File: config.mk
export PLATFORM = sky130hd
export DESIGN_NAME = fail_safe_monitor_monitor
export DESIGN_NICKNAME = d
export VERILOG_FILES = /design/src/shared/fail_safe_monitor_pkg.sv /design/src/rtl/fail_safe_monitor_sync.sv /design/src/rtl/fail_safe_monitor_sample_div.sv /design/src/rtl/fail_safe_monitor_monitor.sv
export VERILOG_INCLUDE_DIRS = /design/src /design/src/shared
export SDC_FILE = /design/constraint.sdc
export NUM_CORES = 1
export LEC_CHECK = 0
export ABC_AREA = 1
export BUFFER_PORTS_ARGS = -buffer_cell sky130_fd_sc_hd__buf_2
export CORE_MARGIN = 5
export CORE_UTILIZATION = 48
export CTS_CLUSTER_SIZE = 8
export DETAILED_ROUTE_END_ITERATION = 8
export PLACE_DENSITY = 0.84
export REMOVE_ABC_BUFFERS = 1
export SETUP_SLACK_MARGIN = 0.15
export SKIP_CTS_REPAIR_TIMING = 1
export SLEW_MARGIN = 25
export SYNTH_ARGS = -nofsm -noshare
export SYNTH_HDL_FRONTEND = slang
export SYNTH_SLANG_ARGS = --single-unit
File: constraint.sdc
create_clock -name clk_sys -period 1.9 [get_ports clk_sys]
set_clock_uncertainty 0.1 [all_clocks]
set_input_delay 0.095 -clock clk_sys [delete_from_list [all_inputs] [get_ports clk_sys]]
set_output_delay 0.095 -clock clk_sys [all_outputs]
set_load 0.02 [all_outputs]
File: src/shared/fail_safe_monitor_params.svh
// Constants of the fail-safe clock monitor.
// Assumes one system clock of 125 MHz; included by the monitor files.
// Function
// - Enable monitor only when fuse bit six set.
// - Keep internal RC running while monitor enabled.
// - Sample clock is internal RC divided by 64.
// - Latch set on monitored fall, cleared sample rise.
// - Failure when sample falls with latch set.
// - Failure sets oscillator fail flag, bit seven.
// - Failure switches clock internal; control register untouched.
// - Failure clears watchdog counter and postscaler.
// - Only primary and secondary sources are checked.
// - Watchdog disable never stops RC under monitor.
// - Fail-safe ends only on reset or sleep.
// - After reset start primary, then switch, resume.
// - Primary never ready: stay on internal clock.
// - Sleep entry selects control register source, monitors.
// - Failure asleep with interrupt enabled wakes, internal.
// - Failure asleep, interrupt off: stay, clock internal.
// - Non-crystal modes monitor immediately after reset.
// - Crystal modes wait start-up timers before monitoring.
// - Crystal never starting raises no fail flag.
// - Sleep entry while waiting disables primary clock.
// - Sample period scales with internal RC tuning.
// - Ready bit high only while primary clocks system.
`ifndef FAIL_SAFE_MONITOR_PARAMS_SVH
`define FAIL_SAFE_MONITOR_PARAMS_SVH
// Clock period of clk_sys in nanoseconds.
`define FAIL_SAFE_MONITOR_CLK_PERIOD_NS 8
// Division from internal RC to sample clock.
`define FAIL_SAFE_MONITOR_SAMPLE_DIV 64
// Width of the sample divider counter.
`define FAIL_SAFE_MONITOR_DIV_W 6
// Fuse bit in configuration word 1 high.
`define FAIL_SAFE_MONITOR_FUSE_BIT 6
// Flag bit in peripheral interrupt flags 2.
`define FAIL_SAFE_MONITOR_FLAG_BIT 7
// Ready bit in the oscillator control register.
`define FAIL_SAFE_MONITOR_READY_BIT 3
`endif

File: src/shared/fail_safe_monitor_pkg.sv
// Types of the fail-safe clock monitor.
// Assumes the constants header is available to its users.
package fail_safe_monitor_pkg;
  // Top-level sequence of the clock switch.
  typedef enum logic [1:0] {ST_STARTUP, ST_MONITOR, ST_FAILSAFE} fail_safe_monitor_state_t;
  // System clock sources as the clock multiplexer knows them.
  typedef enum logic [1:0] {SEL_PRIMARY, SEL_SECONDARY, SEL_INTERNAL} fail_safe_monitor_sel_t;
  // Primary oscillator modes from configuration word 1 high.
  typedef enum logic [2:0] {
    MD_LOW_PWR_XTAL, MD_STD_XTAL, MD_FAST_XTAL, MD_FAST_XTAL_PLL,
    MD_EXT_CLOCK, MD_EXT_RES_CAP, MD_INT_OSC
  } fail_safe_monitor_mode_t;
endpackage

File: src/rtl/fail_safe_monitor_sync.sv
// Two-flop synchroniser with rise and fall pulses.
// Assumes its input is asynchronous to clk_sys.
`timescale 1ns/10ps
`default_nettype none
module fail_safe_monitor_sync
  import fail_safe_monitor_pkg::*;
(
  input  wire logic clk_sys,
  input  wire logic srst,
  input  wire logic pin_async,
  output logic      level_sync,
  output logic      rise_pls,
  output logic      fall_pls
);
  // Whole state of the synchroniser.
  typedef struct packed {
    logic s1;
    logic s2;
    logic s3;
  } fail_safe_monitor_sync_t;
  fail_safe_monitor_sync_t st_r;
  fail_safe_monitor_sync_t st_nxt;

  // The first stage feeds only the second; edges use stages two and three.
  always_comb begin
    st_nxt    = st_r;
    st_nxt.s1 = pin_async;
    st_nxt.s2 = st_r.s1;
    st_nxt.s3 = st_r.s2;
  end

  // Registers the state on every rising edge of clk_sys.
  always_ff @(posedge clk_sys) begin
    if (srst) begin
      st_r <= '0;
    end else begin
      st_r <= st_nxt;
    end
  end

  assign level_sync = st_r.s2;
  assign rise_pls   = st_r.s2 & ~st_r.s3;
  assign fall_pls   = ~st_r.s2 & st_r.s3;
endmodule // fail_safe_monitor_sync
`default_nettype wire

File: src/rtl/fail_safe_monitor_sample_div.sv
// Divider that turns internal RC edges into sample clock edges.
// Assumes one rc_rise pulse per internal RC period, in clk_sys.
`timescale 1ns/10ps
`default_nettype none
`include "fail_safe_monitor_params.svh"
module fail_safe_monitor_sample_div
  import fail_safe_monitor_pkg::*;
#(
  parameter int DIV_W = `FAIL_SAFE_MONITOR_DIV_W
) (
  input  wire logic clk_sys,
  input  wire logic srst,
  input  wire logic rc_rise,
  output logic      smp_rise,
  output logic      smp_fall
);
  // Whole state: counter and registered edge pulses.
  typedef struct packed {
    logic [DIV_W-1:0] cnt;
    logic             rise;
    logic             fall;
  } fail_safe_monitor_div_t;
  fail_safe_monitor_div_t st_r;
  fail_safe_monitor_div_t st_nxt;

  // The sample clock is the counter top bit, so one period is 2**DIV_W.
  always_comb begin
    st_nxt      = st_r;
    st_nxt.rise = 1'b0;
    st_nxt.fall = 1'b0;
    if (rc_rise) begin
      st_nxt.cnt  = DIV_W'(st_r.cnt + 1'b1);
      st_nxt.rise = ~st_r.cnt[DIV_W-1] & (&st_r.cnt[DIV_W-2:0]);
      st_nxt.fall = &st_r.cnt;
    end
  end

  // Reset restarts the sample period from zero.
  always_ff @(posedge clk_sys) begin
    if (srst) begin
      st_r <= '0;
    end else begin
      st_r <= st_nxt;
    end
  end

  assign smp_rise = st_r.rise;
  assign smp_fall = st_r.fall;
endmodule // fail_safe_monitor_sample_div
`default_nettype wire

File: src/rtl/fail_safe_monitor_monitor.sv
// Fail-safe clock monitor: clock checking and fail-safe clock switch.
// Assumes clocks arrive as pins and oscillator control bits as ports.
`timescale 1ns/10ps
`default_nettype none
`include "fail_safe_monitor_params.svh"
module fail_safe_monitor_monitor
  import fail_safe_monitor_pkg::*;
(
  input  wire logic       clk_sys,              // System clock, 125 MHz.
  input  wire logic       srst,                 // Synchronous reset, high.
  input  wire logic [7:0] config_word_1_high,   // Configuration fuses.
  input  wire logic [2:0] primary_mode,         // Primary oscillator mode.
  input  wire logic       mon_clk_pin,          // Monitored system clock.
  input  wire logic       rc_clk_pin,           // Internal RC oscillator.
  input  wire logic       startup_done,         // Start-up timers expired.
  input  wire logic       wake_from_sleep,      // Wake pulse, restart.
  input  wire logic       pm_entry,             // Sleep executed, pulse.
  input  wire logic [1:0] osc_ctrl_sel,         // Source held in control.
  input  wire logic       in_power_managed,     // Device in a sleep mode.
  input  wire logic       osc_fail_irq_en,      // Fail interrupt enable.
  input  wire logic       osc_fail_flag_clr,    // Software flag clear.
  input  wire logic       watchdog_enable,      // Watchdog wants RC.
  output logic            rc_run_en,            // Keep internal RC on.
  output logic [1:0]      sys_clk_sel,          // Actual clock source.
  output logic            primary_osc_en,       // Primary oscillator on.
  output logic            primary_ready_status, // Primary clocks system.
  output logic            osc_fail_flag,        // Sticky fail flag.
  output logic [7:0]      peripheral_irq_flags_2, // Flag in its bit.
  output logic            watchdog_clear,       // Watchdog clear pulse.
  output logic            fail_safe_active,     // Fail-safe condition.
  output logic            pm_wake_req           // Wake the CPU, pulse.
);

  ////////////////////////////////////////////////////////////////////////
  // Types and state.
  ////////////////////////////////////////////////////////////////////////

  // Whole state of the monitor.
  typedef struct packed {
    fail_safe_monitor_state_t fsm;      // Sequence state.
    fail_safe_monitor_sel_t   sel;      // Source driving the system clock.
    logic        latch;    // Clock monitor latch.
    logic        flag;     // Oscillator fail flag.
    logic        wdt_clr;  // Watchdog clear pulse.
    logic        wake;     // CPU wake pulse.
    logic        prim_en;  // Primary oscillator enable.
  } fail_safe_monitor_mon_t;

  fail_safe_monitor_mon_t st_r;    // Registered state.
  fail_safe_monitor_mon_t st_nxt;  // Next state.

  logic mon_fall;     // Falling edge of monitored clock.
  logic rc_rise;      // Rising edge of internal RC.
  logic smp_rise;     // Rising edge of sample clock.
  logic smp_fall;     // Falling edge of sample clock.
  logic fuse_en;      // Monitor enabled by the fuse.
  logic mon_active;   // Monitoring in force this cycle.
  logic clk_fail;     // Failure detected this cycle.

  ////////////////////////////////////////////////////////////////////////
  // Functions.
  ////////////////////////////////////////////////////////////////////////

  // True for modes that need a crystal start-up delay.
  function automatic logic is_crystal(input logic [2:0] mode);
    logic res;
    res = 1'b0;
    if (mode == MD_LOW_PWR_XTAL || mode == MD_STD_XTAL ||
        mode == MD_FAST_XTAL || mode == MD_FAST_XTAL_PLL) begin
      res = 1'b1;
    end
    return res;
  endfunction

  // True for sources that the monitor is able to check.
  function automatic logic is_checked(input fail_safe_monitor_sel_t sel);
    return (sel == SEL_PRIMARY) || (sel == SEL_SECONDARY);
  endfunction

  ////////////////////////////////////////////////////////////////////////
  // Pin synchronisers and sample clock.
  ////////////////////////////////////////////////////////////////////////

  // Monitored clock; only its falling edge matters.
  fail_safe_monitor_sync u_sync_mon (
    .clk_sys    (clk_sys),
    .srst       (srst),
    .pin_async  (mon_clk_pin),
    .level_sync (),
    .rise_pls   (),
    .fall_pls   (mon_fall)
  );

  // Internal RC; its rising edges drive the divider, so tuning scales it.
  fail_safe_monitor_sync u_sync_rc (
    .clk_sys    (clk_sys),
    .srst       (srst),
    .pin_async  (rc_clk_pin),
    .level_sync (),
    .rise_pls   (rc_rise),
    .fall_pls   ()
  );

  // Divide-by-64 sample clock.
  fail_safe_monitor_sample_div #(
    .DIV_W (`FAIL_SAFE_MONITOR_DIV_W)
  ) u_div (
    .clk_sys  (clk_sys),
    .srst     (srst),
    .rc_rise  (rc_rise),
    .smp_rise (smp_rise),
    .smp_fall (smp_fall)
  );

  ////////////////////////////////////////////////////////////////////////
  // Detection.
  ////////////////////////////////////////////////////////////////////////

  // The fuse gates monitoring, not the clock switching; the fuse word is static after reset.
  assign fuse_en = config_word_1_high[`FAIL_SAFE_MONITOR_FUSE_BIT];

  // Monitoring only in the monitor state on a checked source.
  assign mon_active = fuse_en & (st_r.fsm == ST_MONITOR)
                    & is_checked(st_r.sel);

  // A sample fall with the latch still set is a failure.
  assign clk_fail = mon_active & smp_fall & st_r.latch;

  ////////////////////////////////////////////////////////////////////////
  // Next-state logic.
  ////////////////////////////////////////////////////////////////////////

  // Builds the next state from events of this cycle.
  always_comb begin
    st_nxt         = st_r;
    st_nxt.wdt_clr = 1'b0;
    st_nxt.wake    = 1'b0;

    // Latch: cleared when idle, cleared by sample rise, set by clock fall.
    if (!mon_active) begin
      st_nxt.latch = 1'b0;
    end else if (mon_fall) begin
      st_nxt.latch = 1'b1;
    end else if (smp_rise) begin
      st_nxt.latch = 1'b0;
    end

    // Flag: the hardware set wins over a software clear.
    if (clk_fail) begin
      st_nxt.flag = 1'b1;
    end else if (osc_fail_flag_clr) begin
      st_nxt.flag = 1'b0;
    end

    unique case (st_r.fsm)
      // Waiting for the primary; system runs on the internal block.
      ST_STARTUP: begin
        st_nxt.sel = SEL_INTERNAL;
        if (pm_entry) begin
          // New power-managed mode: drop the primary, take the register.
          st_nxt.prim_en = 1'b0;
          st_nxt.sel     = fail_safe_monitor_sel_t'(osc_ctrl_sel);
          st_nxt.fsm     = ST_MONITOR;
        end else if (startup_done || !is_crystal(primary_mode)) begin
          // Primary stable, or a mode with no start-up delay: monitor it.
          // The reset state always lands here, so non-crystal modes leave
          // on the first edge after release.
          st_nxt.sel = SEL_PRIMARY;
          st_nxt.fsm = ST_MONITOR;
        end
      end
      // Normal running with monitoring.
      ST_MONITOR: begin
        if (clk_fail) begin
          // Switch to internal; the control register is left alone.
          st_nxt.sel     = SEL_INTERNAL;
          st_nxt.fsm     = ST_FAILSAFE;
          st_nxt.wdt_clr = 1'b1;
          // Asleep with the interrupt enabled, the CPU resumes.
          st_nxt.wake = in_power_managed & osc_fail_irq_en;
        end else if (pm_entry) begin
          st_nxt.sel = fail_safe_monitor_sel_t'(osc_ctrl_sel);
        end else if (wake_from_sleep && is_crystal(primary_mode) &&
                     st_r.sel == SEL_PRIMARY) begin
          // Crystal wake: run internal until the timers expire.
          st_nxt.sel = SEL_INTERNAL;
          st_nxt.fsm = ST_STARTUP;
        end
      end
      // Fail-safe: internal clock, no automatic return.
      ST_FAILSAFE: begin
        st_nxt.sel = SEL_INTERNAL;
        if (pm_entry) begin
          // Sleep clears the condition and selects the register source.
          st_nxt.sel = fail_safe_monitor_sel_t'(osc_ctrl_sel);
          st_nxt.fsm = ST_MONITOR;
        end
      end
    endcase

    // Reset starts crystals with timers, other modes go straight on.
    if (srst) begin
      st_nxt.fsm     = is_crystal(primary_mode) ? ST_STARTUP : ST_MONITOR;
      st_nxt.sel     = is_crystal(primary_mode) ? SEL_INTERNAL : SEL_PRIMARY;
      st_nxt.prim_en = 1'b1;
    end
  end

  ////////////////////////////////////////////////////////////////////////
  // State register.
  ////////////////////////////////////////////////////////////////////////

  // The reset value holds the internal clock; a cycle later the mode decides.
  always_ff @(posedge clk_sys) begin
    if (srst) begin
      st_r.fsm     <= ST_STARTUP;
      st_r.sel     <= SEL_INTERNAL;
      st_r.latch   <= 1'b0;
      st_r.flag    <= 1'b0;
      st_r.wdt_clr <= 1'b0;
      st_r.wake    <= 1'b0;
      st_r.prim_en <= 1'b1;
    end else begin
      st_r <= st_nxt;
    end
  end

  // Mode decision lands one cycle after reset release.
  logic boot_r; // First cycle after reset.
  always_ff @(posedge clk_sys) begin
    if (srst) begin
      boot_r <= 1'b1;
    end else begin
      boot_r <= 1'b0;
    end
  end

  ////////////////////////////////////////////////////////////////////////
  // Outputs.
  ////////////////////////////////////////////////////////////////////////

  // RC stays on for the monitor even if the watchdog is off.
  assign rc_run_en = fuse_en | watchdog_enable;

  assign sys_clk_sel      = st_r.sel;
  assign primary_osc_en   = st_r.prim_en;
  assign osc_fail_flag    = st_r.flag;
  assign watchdog_clear   = st_r.wdt_clr;
  assign pm_wake_req      = st_r.wake;
  assign fail_safe_active = (st_r.fsm == ST_FAILSAFE);

  // Ready only while the primary really drives the system clock.
  assign primary_ready_status = (st_r.sel == SEL_PRIMARY);

  // Flag placed at its bit; other bits belong elsewhere and read zero.
  always_comb begin
    peripheral_irq_flags_2 = 8'h00;
    peripheral_irq_flags_2[`FAIL_SAFE_MONITOR_FLAG_BIT] = st_r.flag;
  end

  ////////////////////////////////////////////////////////////////////////
  // Assertions.
  ////////////////////////////////////////////////////////////////////////

  // A failure sets the flag on the next edge.
  a_fail_sets_flag: assert property (@(posedge clk_sys) disable iff (srst)
    clk_fail |=> osc_fail_flag) else $error("fail flag not set");

  // A failure moves the clock to internal and enters fail-safe.
  a_fail_to_intl: assert property (@(posedge clk_sys) disable iff (srst)
    clk_fail |=> (sys_clk_sel == SEL_INTERNAL) && fail_safe_active)
    else $error("no switch on failure");

  // Watchdog clear is exactly the cycle after a failure.
  a_wdt_clear: assert property (@(posedge clk_sys) disable iff (srst)
    watchdog_clear == $past(clk_fail))
    else $error("watchdog clear mismatch");

  // Without the fuse no failure is ever seen.
  a_fuse_gates: assert property (@(posedge clk_sys) disable iff (srst)
    !config_word_1_high[`FAIL_SAFE_MONITOR_FUSE_BIT] |-> !clk_fail)
    else $error("failure with fuse off");

  // Fail-safe holds until a sleep entry.
  a_failsafe_hold: assert property (@(posedge clk_sys) disable iff (srst)
    fail_safe_active && !pm_entry |=> fail_safe_active)
    else $error("fail-safe left early");

  // Sleep in fail-safe takes the register source.
  a_sleep_exit: assert property (@(posedge clk_sys) disable iff (srst)
    fail_safe_active && pm_entry |=> !fail_safe_active
    && sys_clk_sel == $past(osc_ctrl_sel))
    else $error("sleep exit wrong");

  // Ready bit follows the actual source.
  a_ready_bit: assert property (@(posedge clk_sys) disable iff (srst)
    primary_ready_status == (sys_clk_sel == SEL_PRIMARY))
    else $error("ready bit wrong");

  // No failure while waiting for a crystal.
  a_no_start_fail: assert property (@(posedge clk_sys) disable iff (srst)
    st_r.fsm == ST_STARTUP |-> !clk_fail)
    else $error("failure during start-up");

  // Sleep entry while waiting turns the primary off.
  a_prim_off: assert property (@(posedge clk_sys) disable iff (srst)
    st_r.fsm == ST_STARTUP && pm_entry |=> !primary_osc_en)
    else $error("primary left on");

  // The internal source is never checked.
  a_intl_unchecked: assert property (@(posedge clk_sys) disable iff (srst)
    sys_clk_sel == SEL_INTERNAL |-> !mon_active)
    else $error("internal source checked");

  // The flag survives a clear in the cycle it is set.
  a_set_wins: assert property (@(posedge clk_sys) disable iff (srst)
    clk_fail && osc_fail_flag_clr |=> osc_fail_flag)
    else $error("clear beat set");

  // Reset release on non-crystal mode monitors at once.
  a_direct_mon: assert property (@(posedge clk_sys)
    boot_r && !is_crystal(primary_mode) && !srst |=> st_r.fsm == ST_MONITOR)
    else $error("no direct monitoring");

  // Main scenarios.
  c_failure: cover property (@(posedge clk_sys) disable iff (srst) clk_fail);
  c_recover: cover property (@(posedge clk_sys) disable iff (srst)
    fail_safe_active && pm_entry);
  c_sleep_wake: cover property (@(posedge clk_sys) disable iff (srst)
    pm_wake_req);
  c_startup_done: cover property (@(posedge clk_sys) disable iff (srst)
    st_r.fsm == ST_STARTUP && startup_done);

endmodule // fail_safe_monitor_monitor
`default_nettype wire

==> results of run 1 <==
-- Yosys cell counts, drive strengths merged, types with 2 or more instances --
master / n / area, um^2
a21oi: 5 / 40.0
nand3: 9 / 50.1
nor3: 2 / 21.3
ha: 5 / 62.6
nand2: 29 / 116
dfxtp: 23 / 460
nand4: 2 / 12.5
buf: 11 / 78.8
nor4: 2 / 12.5
inv: 23 / 86.3
nor2: 23 / 111
nand3b: 2 / 18.8
o21ai: 7 / 38.8
-- through the flow --
step                      utilization (%)  instance area, um^2  worst slack [ns]  instances  total power, uW
after floorplan                         -                 1100             0.500        144              655
after global placement               55.8                 1260             0.502        196              700
after detailed placement             55.8                 1260             0.470        196              707
after CTS                            57.0                 1290             0.442        200              930
after global routing                 59.7                 1350             0.345        206              984
final                                59.7                 1350             0.451        206              923
-- worst max-delay path: stages, from the launching register on --
cell and delay, ns:
dfxtp_1 0.35, inv_1 0.08, ha_1 0.22, inv_1 0.09, a21oi_4 0.19, o21ai_2 0.10, a21oi_1 0.17, nor2_2 0.05
-- layout make-up --
type / count / area [um^2] / area share [%]
multi-input combinational: 97 / 553 / 41.1
sequential: 23 / 460 / 34.2
timing repair buffer: 30 / 180 / 13.4
inverter: 24 / 90.1 / 6.69
tap: 28 / 35.0 / 2.60
clock buffer: 3 / 22.5 / 1.67
clock inverter: 1 / 5.00 / 0.372
-- power groups by stage --
stage                     Combinational, uW  Sequential [uW]  Clock, uW
after floorplan                         120              535          0
after global placement                  173              527          0
after detailed placement                179              528          0
after CTS                               180              517        232
after global routing                    211              520        253
final                                   188              517        218
-- metal layers --
metal / share of wire [%] / global-route usage (%) / vias up
li1: - / - / 505
met3: 7.1 / 1.96 / 4
met1: 39 / 13.7 / 434
met4: 2.2 / 7.77 / 0
met5: 0 / 0 / -
met2: 51 / 25.7 / 25
-- worst max-delay path by stage --
stage                     startpoint       to  slack, ns  cells after the start
after global placement       st_r[8]  st_r[7]       0.50                      7
after CTS                    st_r[8]  st_r[7]       0.44                      7
after global routing         st_r[8]  st_r[7]       0.35                      7
final                        st_r[8]  st_r[7]       0.45                      7
after detailed placement     st_r[8]  st_r[7]       0.47                      7
after floorplan              st_r[7]  st_r[7]       0.50                      7
-- cell families (layout without fill, tap and decap cells) --
group                    after synthesis  after routing  share of synthesized area (%)
AO/OA/AOI/OAI                         15             15                           9.92
adder cells (fa/ha/maj)                5              5                           5.39
buffers and inverters                 35             58                           14.6
flip-flops                            23             23                           39.7
other                                  1              7                          0.323
AND/OR/NAND/NOR                       70             70                           30.1
==> flow_summary.ini, run 1 <==
[outcome]
status = finished, final reports clean

[clocking]
clock_sinks = 23
ctsLongestPathBuffers = 2
h-tree-depth = 1
cts_root_buffer = clkbuf_4
tritoncts = built
clock_latency_ns = 0.31
cts_buffers = 3
path_clk_slew_ns = 0.11

[timing]
rsz0062_at_grt = no
fmax_mhz = 690
setup_viol = 0
drv_slew = 0
fin_crit_sh_pct = 76.3
finalHoldViolCount = 0
period_minus_slack_ns = 1.45
tns_ns = 0
timing.hold.ws_ns = 0.0151

[power]
swShare_pct = 29.4
p_switching_uw = 271
pwr-share-comb_pct = 20.4
power.density_nw_per_um2 = 686
ir_drop_mv = 0.506
p_int_uw = 652
clkPwrFrac_pct = 23.6
power.leakage_uw = 0.000651
seq_power_share_pct = 56.0

[synthesis]
synth_area_um2 = 1160
async_flop_share_pct = 0
synth_ff_type = dfxtp_1
seq_area_frac_synth_pct = 39.7
synth_cells = 149
synth_edf_count = 0
synthDistinctLibCells = 31
synth_seq_cells = 23
yosysWarnings = 0
synth.avg_cell_area_um2 = 7.78

[setup_path]
cp-start-kind = flip-flop
crit_required_ns = 2.01
regToRegStartpoint = st_r[8]
cp.arrival_ns = 1.56
r2r_slack_ns = 0.45
worstPathMaxFanout = 6
crit_type = reg2reg
worst_setup_path_end_kind = flip-flop
reg2reg_depth = 7
r2r-end = st_r[7]

[placed_design]
io_buffers = 24
gp_congestion = 0.845
hpwl_mm = 1.69

[finish]
regMostFlops = u_div.st_r
mostFrequentLayoutCell = nand2_1
fillCellCount = 203
largest_reg_flops = 6
syn_to_final_growth_pct = 16.1
antenna-diode-count = 0
nNetsFinal = 208
final_cell_mix = 28 x nand2_1, 24 x buf_2, 23 x dfxtp_1, 20 x inv_1, 17 x nor2_1
drive_gt1_share_pct = 25.8

[drt]
dr.pass1.iters = 4
drtIter0Drc = 44
ant_nets = 0
drcViolationCount = 0
drt-wirelength-per-cell_um = 10.7
wirelength_mm = 2.20
vias = 968
viasPerCell = 4.70

[grt]
antenna_found_initial = 0
grt_pass1_wl_mm = 3.60
grt_max_degree = 14
track_usage_pct = 13.5
grt_pass1_vias = 885
grt_overflow_total = 0

[floorplan]
rows = 17
start_util_pct = 51.4
die-width_um = 59.2
ioPinCount = 41
die_area_um2 = 3500
core-area_um2 = 2250
fp.dieH_um = 59.2

[hold_path]
whs_path_depth = 4
min-delay-start = pm_entry
hold_end = primary_osc_en
hold_class = in2reg

[run]
maxCapViolations = 0
Power figures use the tool's default switching activity.
==> inputs of run 2 (changes only) <==
--- a/config.mk
+++ b/config.mk
@@ -6,7 +6,7 @@
 export SDC_FILE = /design/constraint.sdc
 export NUM_CORES = 1
 export LEC_CHECK = 0
-export ABC_AREA = 1
+export ABC_AREA = 0
 export BUFFER_PORTS_ARGS = -buffer_cell sky130_fd_sc_hd__buf_2
 export CORE_MARGIN = 5
 export CORE_UTILIZATION = 48
==> constraint.sdc (replaced) <==
create_clock -name clk_sys -period 1.47 [get_ports clk_sys]
set_clock_uncertainty 0.1 [all_clocks]
set_input_delay 0.0735 -clock clk_sys [delete_from_list [all_inputs] [get_ports clk_sys]]
set_output_delay 0.0735 -clock clk_sys [all_outputs]
set_load 0.02 [all_outputs]
==> run 2 against run 1 <==
  * The run now ends with hold timing, setup timing left
  * Setup slack lost 0.61 ns
  * Flip-flop and latch count stayed put
  * Hold slack lost 0.017 ns
  * Clock power up 33%
  * Largest cell class unchanged
==> flow_summary.ini, run 2 <==
[outcome]
status = finished, violations left
violations = hold timing, setup timing

[finish]
fin_util_pct = 64.7
final_cell_mix = 24 x buf_2, 19 x dfxtp_1, 12 x nor2_1, 12 x buf_4, 8 x nor2b_1
regMostFlops = u_div.st_r
drive_gt1_share_pct = 38.3
antenna-diode-count = 0
syn_to_final_growth_pct = 32.6
seqCellArea_um2 = 468
nNetsFinal = 197
multi_input_area_um2 = 722
fillCellCount = 205
largest_reg_flops = 6
mostFrequentLayoutCell = buf_2
layout.cells.non_filler = 197

[clocking]
clock_sinks = 23
cts_root_buffer = clkbuf_4
path_clk_slew_ns = 0.12
h-tree-depth = 1
ctsLongestPathBuffers = 2
tritoncts = built
clock_latency_ns = 0.31
cts_buffers = 3

[grt]
track_usage_pct = 14.9
grt_max_degree = 14
grt_pass1_wl_mm = 4.07
grt_pass1_vias = 1027
grt_overflow_total = 0
antenna_found_initial = 0

[power]
power.leakage_uw = 0.000676
p_int_uw = 1160
ir_drop_mv = 0.788
pwr-share-comb_pct = 42.8
swShare_pct = 33.2
seq_power_share_pct = 40.5
power.density_nw_per_um2 = 1110
p_switching_uw = 576
clkPwrFrac_pct = 16.7
finalPower_uw = 1740

[floorplan]
ioPinCount = 41
rows = 18
die-width_um = 59.5
core-area_um2 = 2410
fp.dieH_um = 59.5
start_util_pct = 48.8
die_area_um2 = 3540

[synthesis]
synth_area_leaders = dfxtp_1 39%, buf_4 7.0%, ha_1 5.3%, nor2b_1 4.3%, nor2_1 4.1%
synth.avg_cell_area_um2 = 9.12
synth_cells = 129
async_flop_share_pct = 0
seq_area_frac_synth_pct = 39.1
synth_edf_count = 0
yosysTopAreaCell = dfxtp_1
yosys-top-cells-count = 23 x dfxtp_1, 13 x nor2_1, 11 x buf_4
yosysMostFrequentCell = dfxtp_1
yosys.area.top_type_share_pct = 39.1
synth_area_um2 = 1180
synth_ff_type = dfxtp_1
synthDistinctLibCells = 41
yosysWarnings = 0
synth_seq_cells = 23

[drt]
dr_wl_met3_um = 199
drt-wirelength-per-cell_um = 13.9
highest_layer = met4
vias = 1046
ant_nets = 0
wl_met1_mm = 1.01
dr.pass1.iters = 4
drtIter0Drc = 24
route.met2.wl_mm = 1.50
wirelength_mm = 2.75
viasPerCell = 5.31
drcViolationCount = 0

[timing]
layout_setup_ws_ns = -0.155
fmax_mhz = 615
fin_crit_sh_pct = 111
rsz0062_at_grt = yes
finalHoldViolCount = 1
drv_slew = 0
period_minus_slack_ns = 1.63
timing.hold.ws_ns = -0.00165
setup_viol = 3

[placed_design]
numPlacedInstances = 185
hpwl_mm = 1.93
io_buffers = 24
gp_congestion = 0.824

[setup_path]
worst_setup_path_end_kind = flip-flop
worstPathMaxFanout = 3
cp-start-kind = flip-flop
crit_type = reg2reg
crit_required_ns = 1.63
cp.arrival_ns = 1.79

[hold_path]
hold_class = in2reg

[run]
maxCapViolations = 0
run 2: changes by cell type in the layout (fill, tap and decap cells not counted), moves of 5 or more:
cell | previous run | this run
nand3_1 | 8 | 1
nor2b_1 | 0 | 8
inv_1 | 20 | 2
nor2_1 | 17 | 12
buf_4 | 0 | 12
nand2_1 | 28 | 6
o21ai_0 | 5 | 0
run 2: power by group through the flow:
stage | sequential (uW) | clock (uW) | combinational, uW
global placement | 704 | 0 | 562
floorplan | 721 | 0 | 330
CTS | 691 | 294 | 588
detailed placement | 705 | 0 | 585
finish | 703 | 289 | 743
global route | 710 | 325 | 799
run 2: stage by stage:
| step | worst slack [ns] | TNS [ns] | area, um^2 |
|---|---|---|---|
| after global placement | -0.124 | -0.276 | 1340 |
| after global routing | -0.219 | -0.709 | 1560 |
| after detailed placement | -0.194 | -0.533 | 1340 |
| after CTS | -0.205 | -0.694 | 1360 |
| after floorplan | -0.126 | -0.209 | 1100 |
| final | -0.155 | -0.333 | 1560 |
run 2: routing by layer:
layer / up-vias / global-route usage, %
met1: 496 / 15.4
met3: 5 / 2.61
li1: 510 / -
met4: 0 / 8.23
met5: - / 0
met2: 35 / 27.9
run 2: cell families after synthesis:
| family | share of synthesized area [%] |
|---|---|
| DFF | 39.1 |
| buffers and inverters | 10.5 |
| AOI/OAI and AO/OA | 15.2 |
| other | 0.319 |
| and+or+nand+nor | 24.8 |
| adders and majority gates | 5.32 |
| xor gates and xnor gates | 2.98 |
| muxes | 1.70 |
run 2: layout make-up:
class,count,area share (%)
timing repair buffer,43,18.0
sequential,23,30.0
tap,30,2.41
inverter,6,1.61
multi-input combinational,91,46.3
clock buffer,4,1.69
run 2: worst paths after layout:
kind / start / to / slack, ns / cells past startpoint
max: st_r[7] / st_r[7] / -0.16 / 6
max reg2reg: st_r[7] / st_r[7] / -0.16 / 6
min: osc_ctrl_sel[0] / sys_clk_sel[0] / -0.002 / 4
min reg2reg: u_sync_mon.st_nxt[1] / u_sync_mon.level_sync / 0.35 / 1
run 2: worst max-delay path: stages, from the launching register on:
cell     delay [ns]
dfxtp_1        0.38
inv_2          0.07
ha_4           0.16
or2b_1         0.24
a211o_4        0.34
a21oi_2        0.13
o311a_1        0.16
==> inputs of run 3 (changes only) <==
--- a/config.mk
+++ b/config.mk
@@ -12,7 +12,7 @@
 export CORE_UTILIZATION = 48
 export CTS_CLUSTER_SIZE = 8
 export DETAILED_ROUTE_END_ITERATION = 8
-export PLACE_DENSITY = 0.84
+export PLACE_DENSITY = 0.77
 export REMOVE_ABC_BUFFERS = 1
 export SETUP_SLACK_MARGIN = 0.15
 export SKIP_CTS_REPAIR_TIMING = 1
==> run 3 against run 2 <==
  * The flow finishes with violations (setup timing)
  * Setup slack better by 0.040 ns
  * First-iteration DRC count is 42% lower
  * Fmax is 2.5% higher
  * Sequential power hardly changed
  * Critical path depth stayed put
  * Flip-flop and latch count stayed put
  * Power is 0.14% lower
  * Critical endpoint unchanged
==> flow_summary.ini, run 3 (synthesis results as in run 2) <==
[placed_design]
placed_cell_area_um2 = 1340
hpwl_mm = 1.92
pre_cts_ws_ns = -0.185
io_buffers = 24
gp_congestion = 0.821

[timing]
drv_slew = 0
fmax_mhz = 631
setup_viol = 3
timing.hold.ws_ns = 0.0133
period_minus_slack_ns = 1.58
rsz0062_at_grt = yes
layout_setup_ws_ns = -0.115
finalHoldViolCount = 0
fin_crit_sh_pct = 108

[finish]
antenna-diode-count = 0
largest_reg_flops = 6
nNetsFinal = 196
fin_util_pct = 65.4
syn_to_final_growth_pct = 33.9
final_cell_mix = 23 x buf_2, 19 x dfxtp_1, 12 x nor2_1, 10 x buf_4, 8 x nor2b_1
regMostFlops = u_div.st_r
drive_gt1_share_pct = 42.2
fin_area_um2 = 1580
mostFrequentLayoutCell = buf_2

[drt]
vias = 1000
drt-wirelength-per-cell_um = 13.9
dr.pass1.iters = 2
drtIter0Drc = 14
ant_nets = 0
viasPerCell = 5.10
drcViolationCount = 0
wirelength_mm = 2.72

[power]
ir_drop_mv = 0.864
clkPwrFrac_pct = 16.4
power.density_nw_per_um2 = 1100
seq_power_share_pct = 40.7
pwr-share-comb_pct = 42.8
p_switching_uw = 571
swShare_pct = 32.9
finalPower_uw = 1730
power.leakage_uw = 0.000680
p_int_uw = 1160

[setup_path]
worst_setup_path_end_kind = flip-flop
r2r_slack_ns = -0.11
r2r-end = st_r[7]
worstPathMaxFanout = 3
regToRegStartpoint = st_r[7]
crit_type = reg2reg
cp.arrival_ns = 1.74
cp-start-kind = flip-flop
reg2reg_depth = 6
crit_required_ns = 1.63

[grt]
grt_pass1_wl_mm = 4.14
grt_max_degree = 14
track_usage_pct = 15.1
antenna_found_initial = 0
grt_overflow_total = 0
grt_pass1_vias = 1036

[clocking]
ctsLongestPathBuffers = 2
clock_sinks = 23
tritoncts = built
cts_root_buffer = clkbuf_4
path_clk_slew_ns = 0.12
cts_buffers = 3
h-tree-depth = 1
clock_latency_ns = 0.31

[hold_path]
min-delay-start = srst
whs_path_depth = 2
hold_end = primary_osc_en
hold_class = in2reg

[floorplan]
die-width_um = 59.5
ioPinCount = 41
rows = 18
die_area_um2 = 3540
fp.dieH_um = 59.5
core-area_um2 = 2410
start_util_pct = 48.8

[run]
maxCapViolations = 0

[outcome]
status = finished, violations left
violations = setup timing
[run 3: worst max-delay path, stage by stage (launching register included)]
cell and delay, ns:
dfxtp_2 0.38, inv_4 0.05, ha_4 0.15, or2b_1 0.23, a211o_4 0.32, a21oi_2 0.13
o311a_1 0.16
[run 3: how the worst max path moves through the flow]
stage,startpoint,endpoint,slack [ns],depth (start not counted)
after CTS,st_r[7],st_r[7],-0.21,6
after floorplan,st_r[7],st_r[7],-0.13,6
after detailed placement,st_r[7],st_r[7],-0.19,6
after global placement,st_r[7],st_r[7],-0.12,6
final,st_r[7],st_r[7],-0.11,6
after global routing,st_r[8],st_r[7],-0.16,6
[run 3: cell type report]
type	instances	area, um^2
fillers	202	835
multi-input cells	91	732
flip-flops and latches	23	468
repair buffers	42	283
well taps	30	37.5
inverters	6	27.5
clock buffers	3	22.5
clock inverters	1	5.00
[run 3: power groups by stage]
stage / logic, uW / clock network [uW] / registers (uW)
finish: 743 / 285 / 706
global route: 805 / 345 / 714
CTS: 587 / 299 / 692
detailed placement: 583 / 0 / 707
global placement: 564 / 0 / 704
floorplan: 330 / 0 / 721
[run 3: layer usage]
layer | GRT usage (%) | vias up | share of wire (%)
met3 | 2.83 | 10 | 5.5
met2 | 26.2 | 27 | 53
li1 | - | 503 | -
met5 | 0 | - | 0
met1 | 16.3 | 460 | 38
met4 | 10.8 | 0 | 3.3
[run 3: per-stage QoR]
stage / instances / setup TNS (ns)
after floorplan: 120 / -0.209
final: 196 / -0.188
after detailed placement: 185 / -0.417
after CTS: 189 / -0.564
after global placement: 185 / -0.201
after global routing: 196 / -0.386
